File: src/pbhms_params.svh
// timing, band limits and press-count constants for the push-button hold selector
// assumes a single core clock; second-based times are converted in the top module
`ifndef PBHMS_PARAMS_SVH
`define PBHMS_PARAMS_SVH

`define PBHMS_CLK_HZ      40000000
`define PBHMS_MS_PER_S    1000
`define PBHMS_TICK_S      1
`define PBHMS_DB_MS       20

`define PBHMS_BAND_RST    6
`define PBHMS_BAND_CAL    12
`define PBHMS_BAND_WIN    18
`define PBHMS_BAND_END    24
`define PBHMS_SEC_MAX     31

`define PBHMS_WIN_S       14
`define PBHMS_VALID_S     2
`define PBHMS_FLASH_S     2

`define PBHMS_CNT_TOT1    1
`define PBHMS_CNT_TOT2    2
`define PBHMS_CNT_BOTH    3
`define PBHMS_CNT_PORT    4

`endif

File: src/pbhms_pkg.sv
// types shared by the push-button hold selector modules
// assumes nothing beyond a SystemVerilog compiler
package pbhms_pkg;

    typedef enum logic [1:0] {
        PORT_OFF   = 2'h0,
        PORT_SER_A = 2'h1,
        PORT_SER_B = 2'h2
    } pbhms_port_t;

    typedef enum logic [2:0] {
        ST_IDLE   = 3'h0,
        ST_HOLD   = 3'h1,
        ST_REPORT = 3'h2,
        ST_WIN    = 3'h3,
        ST_WPRESS = 3'h4
    } pbhms_state_t;

    typedef struct packed {
        logic green;
        logic red;
        logic amber;
    } pbhms_led_t;

    typedef struct packed {
        logic inst_reset;
        logic clr_alerts;
        logic self_test;
        logic zero_cal;
        logic tot1_reset;
        logic tot2_reset;
    } pbhms_act_t;

    function automatic pbhms_port_t pbhms_port_adv(input pbhms_port_t m);
        case (m)
            PORT_OFF:   return PORT_SER_A;
            PORT_SER_A: return PORT_SER_B;
            default:    return PORT_OFF;
        endcase
    endfunction

endpackage

File: src/pbhms_debounce.sv
// debouncer for one mechanical contact, with registered edge pulses
// assumes raw is already synchronous to clk
`timescale 1ns/1ps
`default_nettype none

module pbhms_debounce #(
    parameter int DB_CYC = 800000
) (
    input  wire logic clk,
    input  wire logic arst_n,
    input  wire logic raw,
    output var  logic level,
    output var  logic rise,
    output var  logic fall
);
    localparam int CW = $clog2(DB_CYC + 1);

    logic [CW-1:0] cnt_reg, cnt_next;
    logic          lvl_reg, lvl_next;
    logic          rise_reg, rise_next;
    logic          fall_reg, fall_next;

    // the new level must stand unbroken for DB_CYC cycles before it is taken
    always_comb begin
        cnt_next  = cnt_reg;
        lvl_next  = lvl_reg;
        rise_next = 1'b0;
        fall_next = 1'b0;
        if (raw == lvl_reg) begin
            cnt_next = '0;
        end else if (cnt_reg == CW'(DB_CYC - 1)) begin
            cnt_next  = '0;
            lvl_next  = raw;
            rise_next = raw;
            fall_next = ~raw;
        end else begin
            cnt_next = cnt_reg + 1'b1;
        end
    end

    always_ff @(posedge clk or negedge arst_n) begin
        if (!arst_n) begin
            cnt_reg  <= '0;
            lvl_reg  <= 1'b0;
            rise_reg <= 1'b0;
            fall_reg <= 1'b0;
        end else begin
            cnt_reg  <= cnt_next;
            lvl_reg  <= lvl_next;
            rise_reg <= rise_next;
            fall_reg <= fall_next;
        end
    end

    assign level = lvl_reg;
    assign rise  = rise_reg;
    assign fall  = fall_reg;
endmodule

`default_nettype wire

File: src/pbhms_top.sv
// push-button hold selector: times a held button, shows the band on the LEDs,
// and issues one-cycle action pulses on release or at the end of the entry window
// assumes BTN_N is synchronous to CORE_CLK and the action pulses are caught by
// logic running on the same clock
`timescale 1ns/1ps
`default_nettype none
`include "pbhms_params.svh"

// Function
// - A release after less than six seconds only reports the port mode on the LED.
// - The port mode is shown as one, two or three amber flashes for off, first and second serial.
// - From six to twelve seconds amber flashes, and a release there resets the instrument.
// - The button reset restarts the program, clears warnings and errors and requests a self-test.
// - From twelve to eighteen seconds green flashes, and a release there starts zero calibration.
// - The button works the same in analogue and digital operation.
// - From eighteen to twenty-four seconds red stays on, and a release opens a fourteen-second window.
// - At window end one press resets totalizer one, two the second, three both, four toggles the port.
// - Each port toggle steps off, first serial, second serial, then back to off.
// - A counted press must be held two seconds, and a short press or none returns to idle with green on.
module pbhms_top
    import pbhms_pkg::*;
#(
    parameter int TICK_CYC = `PBHMS_CLK_HZ * `PBHMS_TICK_S,
    parameter int DB_CYC   = (`PBHMS_CLK_HZ / `PBHMS_MS_PER_S) * `PBHMS_DB_MS
) (
    input  wire logic  CORE_CLK,
    input  wire logic  ARST_N,
    input  wire logic  BTN_N,
    output var  pbhms_led_t  LED,
    output var  pbhms_act_t  ACT,
    output var  pbhms_port_t PORT_MODE
);
    localparam int SW = $clog2(TICK_CYC + 1);

    pbhms_state_t  state_reg, state_next;
    logic [SW-1:0] sub_reg,   sub_next;
    logic [4:0]    sec_reg,   sec_next;
    logic [3:0]    win_reg,   win_next;
    logic [2:0]    cnt_reg,   cnt_next;
    pbhms_port_t   port_reg,  port_next;
    pbhms_led_t    led_reg,   led_next;
    pbhms_act_t    act_reg,   act_next;
    logic          restart;
    logic          tick;
    logic          btn_raw;
    logic          press;
    logic          rel;
    logic [4:0]    rep_end;

    assign btn_raw = ~BTN_N;

    pbhms_debounce #(
        .DB_CYC (DB_CYC)
    ) u_debounce (
        .clk    (CORE_CLK),
        .arst_n (ARST_N),
        .raw    (btn_raw),
        .level  (),
        .rise   (press),
        .fall   (rel)
    );

    // the sub-second counter restarts on every edge so hold time is exact to a cycle
    assign tick    = (sub_reg == SW'(TICK_CYC - 1));
    assign rep_end = 5'(`PBHMS_FLASH_S) * (5'(port_reg) + 5'h01);

    always_comb begin
        state_next = state_reg;
        sec_next   = sec_reg;
        win_next   = win_reg;
        cnt_next   = cnt_reg;
        port_next  = port_reg;
        act_next   = '0;
        restart    = 1'b0;
        if (tick && sec_reg != 5'(`PBHMS_SEC_MAX)) begin
            sec_next = sec_reg + 5'h01;
        end
        if (tick && win_reg != 4'(`PBHMS_WIN_S)) begin
            win_next = win_reg + 4'h1;
        end
        case (state_reg)
            ST_IDLE: begin
                // no operating-mode input gates the button path
                if (press) begin
                    state_next = ST_HOLD;
                    sec_next   = '0;
                    restart    = 1'b1;
                end
            end
            ST_HOLD: begin
                if (rel) begin
                    restart  = 1'b1;
                    sec_next = '0;
                    if (sec_reg < 5'(`PBHMS_BAND_RST)) begin
                        state_next = ST_REPORT;
                    end else if (sec_reg < 5'(`PBHMS_BAND_CAL)) begin
                        act_next.inst_reset = 1'b1;
                        act_next.clr_alerts = 1'b1;
                        act_next.self_test  = 1'b1;
                        state_next          = ST_IDLE;
                    end else if (sec_reg < 5'(`PBHMS_BAND_WIN)) begin
                        act_next.zero_cal = 1'b1;
                        state_next        = ST_IDLE;
                    end else if (sec_reg < 5'(`PBHMS_BAND_END)) begin
                        state_next = ST_WIN;
                        win_next   = '0;
                        cnt_next   = '0;
                    end else begin
                        // beyond the last band the hold is treated as abandoned
                        state_next = ST_IDLE;
                    end
                end
            end
            ST_REPORT: begin
                if (press) begin
                    state_next = ST_HOLD;
                    sec_next   = '0;
                    restart    = 1'b1;
                end else if (sec_reg == rep_end) begin
                    state_next = ST_IDLE;
                end
            end
            ST_WIN: begin
                if (press) begin
                    state_next = ST_WPRESS;
                    sec_next   = '0;
                    restart    = 1'b1;
                end else if (win_reg == 4'(`PBHMS_WIN_S)) begin
                    state_next = ST_IDLE;
                    case (cnt_reg)
                        3'(`PBHMS_CNT_TOT1): act_next.tot1_reset = 1'b1;
                        3'(`PBHMS_CNT_TOT2): act_next.tot2_reset = 1'b1;
                        3'(`PBHMS_CNT_BOTH): begin
                            act_next.tot1_reset = 1'b1;
                            act_next.tot2_reset = 1'b1;
                        end
                        3'(`PBHMS_CNT_PORT): port_next = pbhms_port_adv(port_reg);
                        default: ;
                    endcase
                end
            end
            ST_WPRESS: begin
                if (rel) begin
                    restart  = 1'b1;
                    sec_next = '0;
                    if (sec_reg >= 5'(`PBHMS_VALID_S)) begin
                        state_next = ST_WIN;
                    end else begin
                        state_next = ST_IDLE;
                    end
                end else if (tick && sec_reg == 5'(`PBHMS_VALID_S - 1) && cnt_reg != '1) begin
                    cnt_next = cnt_reg + 3'h1;
                end
            end
            default: begin
                state_next = ST_IDLE;
            end
        endcase
        sub_next = (restart || tick) ? '0 : sub_reg + 1'b1;
    end

    // LEDs follow the next state so they change on the same edge as the state
    always_comb begin
        led_next = '0;
        case (state_next)
            ST_IDLE: led_next.green = 1'b1;
            ST_HOLD: begin
                if (sec_next < 5'(`PBHMS_BAND_CAL)) begin
                    led_next.amber = ~sec_next[0];
                end else if (sec_next < 5'(`PBHMS_BAND_WIN)) begin
                    led_next.green = ~sec_next[0];
                end else if (sec_next < 5'(`PBHMS_BAND_END)) begin
                    led_next.red = 1'b1;
                end
            end
            // the last second must stay dark, else a one-cycle blip reads as an extra flash
            ST_REPORT: led_next.amber = ~sec_next[0] && (sec_next < rep_end);
            ST_WIN:    led_next.red   = 1'b1;
            ST_WPRESS: led_next.green = (sec_next < 5'(`PBHMS_VALID_S));
            default:   led_next = '0;
        endcase
    end

    always_ff @(posedge CORE_CLK or negedge ARST_N) begin
        if (!ARST_N) begin
            state_reg <= ST_IDLE;
            sub_reg   <= '0;
            sec_reg   <= '0;
            win_reg   <= '0;
            cnt_reg   <= '0;
            port_reg  <= PORT_OFF;
            led_reg   <= '0;
            act_reg   <= '0;
        end else begin
            state_reg <= state_next;
            sub_reg   <= sub_next;
            sec_reg   <= sec_next;
            win_reg   <= win_next;
            cnt_reg   <= cnt_next;
            port_reg  <= port_next;
            led_reg   <= led_next;
            act_reg   <= act_next;
        end
    end

    assign LED       = led_reg;
    assign ACT       = act_reg;
    assign PORT_MODE = port_reg;

    // helper: amber flashes seen during the current report
    logic       amber_d;
    logic [2:0] flash_seen;
    always_ff @(posedge CORE_CLK or negedge ARST_N) begin
        if (!ARST_N) begin
            amber_d    <= 1'b0;
            flash_seen <= '0;
        end else begin
            amber_d <= (state_reg == ST_REPORT) && LED.amber;
            if (state_reg != ST_REPORT) begin
                flash_seen <= '0;
            end else if (LED.amber && !amber_d) begin
                flash_seen <= flash_seen + 3'h1;
            end
        end
    end
endmodule

`default_nettype wire

File: config.mk
export PLATFORM = sky130hd
export DESIGN_NAME = pbhms_top
export DESIGN_NICKNAME = d
export VERILOG_FILES = /design/src/pbhms_pkg.sv /design/src/pbhms_debounce.sv /design/src/pbhms_top.sv
export VERILOG_INCLUDE_DIRS = /design/src
export SDC_FILE = /design/constraint.sdc
export NUM_CORES = 1
export LEC_CHECK = 0
export BUFFER_PORTS_ARGS = -buffer_cell sky130_fd_sc_hd__buf_4
export CAP_MARGIN = 30
export CORE_MARGIN = 2
export CORE_UTILIZATION = 63
export CTS_CLUSTER_DIAMETER = 40
export DETAILED_ROUTE_END_ITERATION = 10
export PLACE_DENSITY = 0.81
export SLEW_MARGIN = 20
export SYNTH_ARGS = -nofsm -noshare
export SYNTH_HDL_FRONTEND = slang
export SYNTH_SLANG_ARGS = --single-unit
File: constraint.sdc
create_clock -name CORE_CLK -period 5.64 [get_ports CORE_CLK]
set_clock_uncertainty 0.2 [all_clocks]
set_input_delay 1.128 -clock CORE_CLK [delete_from_list [all_inputs] [get_ports CORE_CLK]]
set_output_delay 1.128 -clock CORE_CLK [all_outputs]
set_load 0.03 [all_outputs]
==> results.md, run 1 <==
* Hold-fix buffer count after cts at 0
* Required time worst endpoint at 5.69 ns
* Startpoint types: register
* Post-CTS sizing at 0
* Sw power at 208 uW
* Total number of vias at 3,006
* Core area at 6280 sq um
* CTS tree: done
* Synthesized Nets at 446
* Vias in the first global route at 2,960
* Worst Path Max Fanout at 16
* HP Class: register to register
* Fmax at 287 MHz
* Distinct cells, synth at 59
* Vias/cell at 5.84
* Antenna viol nets, final at 0
* Layout cells sized above 1 at 9.36%
* PwrDens at 225 nW/um^2
* Final Wtd Congestion at 0.849
* Skew-Pair Late Insertion Delay at 0.35 ns
* Initial Utilization at 64.7%
* Die H at 84.3 um
* Tightest Pin Transition at 0.732 ns
* Fin Setup TNS at 0 ns
* Die Area at 7110 sq um
* Part of the cycle the worst path needs at 61.7%
* Horiz. Die Dim at 84.3 um
* Comb power frac at 1.9%
* Detailed Route WL at 7540 um
* Hold Fails Final Rpt at 0
* Post-layout minimum cycle time at 3.48 ns
* First-pass GRT wire length at 13,200 um
* Clock root cell: clkbuf_8
* Post-synthesis sequential area ratio at 45.0%
* Switching share of total power at 20.8%
* Max H-tree Level at 3
* Critical Path AT at 3.53 ns
* Residual DRC at 0
* Top FF cell, synth: dfrtp_1
* Setup violations, final at 0
* Nets at 454
* DR WL/cell at 14.6 um
* Max-capacitance violation count at 0
* Fin. max-slew vios at 0
* Slew HR at 50.8%
* Max reg flops at 26
* CTS sink count at 73
* Mean area per synthesized cell at 9.56 sq um
* FP Rows at 29
* End-of-flow core utilization at 70.6%
* Hpwl dp at 5050 um
* Initial DRC Count at 257
* Crit path capture type: register
* Largest net degree at the start of global routing at 74
* Reg clk slew, reported paths at 0.08 ns
* Max Buffers Root-to-Sink at 2
* Worst vdd ir at 139 uV
* Setup bufs post-CTS at 0
* Post-synth ARST share at 100%
* GRT Overall Usage at 22.9%
* Post-synth EDFFs at 0
* Clock network fraction of design power at 45.3%
* Seq pwr share at 52.7%
* Layout overhead on the synthesized area at 9.11%
* Port bufs at 13
* Internal Pwr Total at 790 uW
* Critical path class: register to register
* CTS buffer count at 9
* Synthesized flop and latch total at 73
* Status: completed
* Gr ovfl total at 0
* Initial antenna violation count at 0
* Pwr Total at 998 uW
* Synth warn at 0
* Pre-antenna DRT Iters at 4
* Diodes inserted at 0
* Mapped cell area at 4060 sq um
* Unrepaired setup endpoints after global routing: no
* Leakage power at 1.98 nW
* Mapped Cells at 425
* IO Pins at 14
==> cell families after synthesis <==
group                    after synthesis  share of synthesized area (%)
AND/OR/NAND/NOR                      203                           25.6
flip-flops                            73                           45.0
XOR/XNOR                              51                           11.0
AO/OA/AOI/OAI                         39                           8.10
buffers and inverters                 37                           3.79
adder cells (fa/ha/maj)               18                           5.54
multiplexers                           4                           1.02
==> stage by stage <==
step                area [sq um]  hold slack (ns)  cells  worst slack [ns]
CTS                         4400            0.252    513              2.19
floorplan                   4060            0.224    425              2.38
global route                4430            0.280    515              1.89
finish                      4430            0.253    515              2.16
global placement            4180            0.237    497              2.29
detailed placement          4180            0.243    497              2.22
==> worst max-delay path: stages, from the launching register on <==
cell and delay [ns]:
dfrtp_1 0.39, ha_1 0.21, and4_1 0.32, nand4_1 0.53, or4_1 0.71, a21oi_2 0.28
ha_1 0.16, o21ai_0 0.07, a31o_1 0.18, and3_1 0.15, o21a_1 0.18
==> Yosys cell counts, drive strengths merged, types with 3 or more instances <==
cell    count  area share (%)
nor2b       3            0.46
and4        6             1.3
nor3       13             1.6
dfrtp      73              45
nor4b       3            0.65
and3       13             2.0
nor2       75             6.9
mux2i       3            0.74
nand2      25             2.3
or4         7             1.5
inv        19             1.8
xnor2      24             5.2
nand2b      4            0.62
buf         4            0.74
nor3b       4            0.74
o31ai       3            0.55
nand3      21             2.6
or2         4            0.62
nor4        6            0.92
and2        5            0.77
clkbuf     14             1.3
a21oi       6             1.1
o21ai       5            0.62
xor2       27             5.8
ha         18             5.5
nand4       8             1.2
==> routing by layer <==
metal  vias to the layer above  track usage [%]  routed length (um)
met5                         -                0                   0
met4                         0             9.38                 106
met3                        11             4.52                 268
met2                        63             37.5                3580
met1                      1449             29.9                3590
li1                       1483                -                   -
==> cell type report <==
type                    instances  area (sq um)
repair buffers                 15           136
inverters                      19          71.3
well taps                      77          96.3
flip-flops and latches         73          1830
fillers                       476          1840
multi-input cells             315          2080
clock buffers                  11           141
clock inverters                 5          78.8
==> worst paths after layout <==
check / start / endpoint / slack [ns] / cells past startpoint
max: sub_reg[0]$_DFF_PN0_ / LED[0]$_DFF_PN0_ / 2.16 / 10
max reg2reg: sub_reg[0]$_DFF_PN0_ / LED[0]$_DFF_PN0_ / 2.16 / 10
min in group asynchronous: ARST_N / ACT[1]$_DFF_PN0_ / 0.45 / 1
min: u_debounce.cnt_reg[0]$_DFF_PN0_ / u_debounce.cnt_reg[0]$_DFF_PN0_ / 0.25 / 1
max in group asynchronous: ARST_N / sub_reg[0]$_DFF_PN0_ / 4.25 / 2
min reg2reg: u_debounce.cnt_reg[0]$_DFF_PN0_ / u_debounce.cnt_reg[0]$_DFF_PN0_ / 0.25 / 1
==> cells in the final DEF, fill, tap and decap left out, types with 5 or more instances in the layout <==
cell	n
nor4_1	6
nand2_1	25
xnor2_1	24
nand4_1	8
or4_1	5
buf_4	13
clkbuf_8	10
nand3_1	21
xor2_1	27
and2_1	5
inv_1	19
and4_1	6
ha_1	18
nor2_1	75
dfrtp_1	73
nor3_1	13
and3_1	13
==> power by group through the flow <==
stage,Combinational [mW],Sequential [mW],Clock (mW)
2_1_floorplan,0.00537,0.536,0
3_3_place_gp,0.0177,0.536,0
3_5_place_dp,0.0180,0.536,0
4_1_cts,0.0181,0.526,0.458
5_1_grt,0.0227,0.526,0.480
6_report,0.0195,0.526,0.452
Power figures use the tool's default switching activity.
==> run 2: changes to the inputs <==
- CORE_UTILIZATION: 63 -> 62
- PLACE_DENSITY: 0.81 -> 0.8
- clock period: 5.64 -> 3.23 ns (I/O delays scaled with it)
==> results.md, run 2 (synthesis results as in run 1) <==
* DR WL/cell at 14.6 um (-0.21%)
* Gr ovfl total at 0 (unchanged)
* Startpoint types: register
* Multi-input logic area at 2100 sq um (+0.90%)
* Nets at 472 (+4.0%)
* Max-capacitance violation count at 0 (unchanged)
* Slew HR at 67.8% (+17 points)
* PwrDens at 368 nW/um^2 (+63%)
* Crit path cell chain: or4b_4 -> or4_4 -> or4_4 -> a21oi_4 -> ha_4 -> nor2_1 -> a31o_1 -> and3_1 -> o21a_1
* Max reg flops at 26 (unchanged)
* CTS tree: done
* Skew-Pair Late Insertion Delay at 0.34 ns (about the same)
* Part of the cycle the worst path needs at 98.2% (+36 points)
* Hpwl dp at 5350 um (+5.9%)
* FP Rows at 29 (unchanged)
* Pre-antenna DRT Iters at 4 (unchanged)
* Vias/cell at 5.73 (-1.8%)
* Commonest non-fill, non-tap cell in the layout: nor2_1
* Max Buffers Root-to-Sink at 2 (unchanged)
* Initial antenna violation count at 0 (unchanged)
* Setup violations, final at 0 (unchanged)
* CP most frequent cell: or4_4
* Vias in the first global route at 3,000 (+1.4%)
* Leakage power at 2.06 nW (+4.3%)
* Initial Utilization at 64.0% (-0.74 points)
* Required time worst endpoint at 3.26 ns (-2.43 ns)
* Horiz. Die Dim at 85.0 um (+0.76%)
* Detailed Route WL at 7790 um (+3.3%)
* Layout overhead on the synthesized area at 12.4%
* Most frequent cells in the layout: nor2_1, dfrtp_1, buf_4
* Die H at 85.0 um (+0.76%)
* End-of-flow core utilization at 72.0% (+1.3 points)
* Worst Path Max Fanout at 3 (-13)
* Critical Path AT at 3.20 ns (-0.33 ns)
* Reg area at 1830 sq um (unchanged)
* GRT Overall Usage at 23.1% (+0.23 points)
* Total number of vias at 3,055 (+1.6%)
* Reg2reg path depth at 9 (-1)
* Fmax at 315 MHz (+9.8%)
* Layout cells sized above 1 at 13.8% (+4.5 points)
* Fin. max-slew vios at 0 (unchanged)
* CTS buffer count at 9 (unchanged)
* WHS at 0.255 ns (+0.00274 ns)
* Max stage delay on crit path at 0.54 ns (-0.17 ns)
* Max H-tree Level at 3 (unchanged)
* Worst vdd ir at 288 uV (+110%)
* Core area at 6350 sq um (+1.2%)
* Die Area at 7220 sq um (+1.5%)
* CTS sink count at 73 (unchanged)
* WHS Path Cells at 1 (unchanged)
* Tightest Pin Transition at 0.483 ns (-0.249 ns)
* HP Class: register to register
* Final Wtd Congestion at 0.856 (+0.86%)
* IO Pins at 14 (unchanged)
* First-pass GRT wire length at 13,500 um (+1.8%)
* Clock root cell: clkbuf_8
* Slowest library cell on the worst path: or4_4
* Hold Fails Final Rpt at 0 (unchanged)
* Crit path capture type: register
* Post-layout minimum cycle time at 3.17 ns (-0.310 ns)
* Port bufs at 13 (unchanged)
* Filler cells at 472 (-0.84%)
* Antenna viol nets, final at 0 (unchanged)
* Reg clk slew, reported paths at 0.08 ns (about the same)
* Critical path class: register to register
* Residual DRC at 0 (unchanged)
* Initial DRC Count at 142 (-45%)
* Unrepaired setup endpoints after global routing: yes
* Diodes inserted at 0 (unchanged)
* Status: completed
* Largest net degree at the start of global routing at 74 (unchanged)
[run 2: per-layer routing]
| metal | global-route usage (%) | vias to the layer above | share of wire, % |
|---|---|---|---|
| met4 | 8.80 | 0 | 1.8 |
| li1 | - | 1515 | - |
| met2 | 37.9 | 54 | 48 |
| met1 | 30.5 | 1469 | 46 |
| met3 | 4.28 | 17 | 4.1 |
| met5 | 0 | - | 0 |
[run 2: repair_timing]
action	4_1_cts	5_1_grt
setup endpoints to repair	0	1
hold buffers	0	1
gates resized for setup	0	5
buffers inserted	0	4
hold endpoints to repair	0	13
[run 2: worst paths after layout]
| check | endpoint | start | slack [ns] |
|---|---|---|---|
| worst max-delay path | LED[0]$_DFF_PN0_ | sub_reg[13]$_DFF_PN0_ | 0.06 |
| worst min-delay path | u_debounce.cnt_reg[0]$_DFF_PN0_ | u_debounce.cnt_reg[0]$_DFF_PN0_ | 0.26 |
| worst max register to register | LED[0]$_DFF_PN0_ | sub_reg[13]$_DFF_PN0_ | 0.06 |
| worst min register to register | u_debounce.cnt_reg[0]$_DFF_PN0_ | u_debounce.cnt_reg[0]$_DFF_PN0_ | 0.26 |
| max in group asynchronous | sub_reg[18]$_DFF_PN0_ | ARST_N | 1.79 |
| min in group asynchronous | u_debounce.cnt_reg[15]$_DFF_PN0_ | ARST_N | 0.51 |
[run 2: critical path: cells and delay by family, from the launching register on]
| family | cells | cell delay (ns) |
|---|---|---|
| simple gates | 5 | 1.70 |
| fa+ha+maj | 1 | 0.16 |
| compound gates | 3 | 0.62 |
| flops | 1 | 0.38 |
[run 2: stage by stage]
step | setup TNS (ns) | setup WS, ns | cells | power, mW | cell area [sq um]
global route | -0.0377 | -0.0377 | 533 | 1.74 | 4570
CTS | 0 | 0.00402 | 527 | 1.69 | 4490
floorplan | 0 | 0.00741 | 425 | 0.946 | 4070
global placement | 0 | 0.107 | 511 | 0.967 | 4280
detailed placement | 0 | 0.0240 | 511 | 0.968 | 4280
finish | 0 | 0.0578 | 533 | 1.68 | 4570
[run 2: final cells by class]
class | instances | share of cell area [%]
clock buffers | 10 | 3.01
clock inverters | 6 | 1.42
inverters | 19 | 1.56
multi-input cells | 315 | 46.0
flip-flops and latches | 73 | 40.0
well taps | 77 | 2.11
repair buffers | 33 | 5.91
[run 2: power breakdown]
part | internal (mW) | switching [mW] | total [mW] | leakage, nW
Combinational | 0.00977 | 0.0251 | 0.0348 | 0.966
Clock | 0.379 | 0.347 | 0.726 | 0.103
Sequential | 0.916 | 0.00222 | 0.918 | 0.993
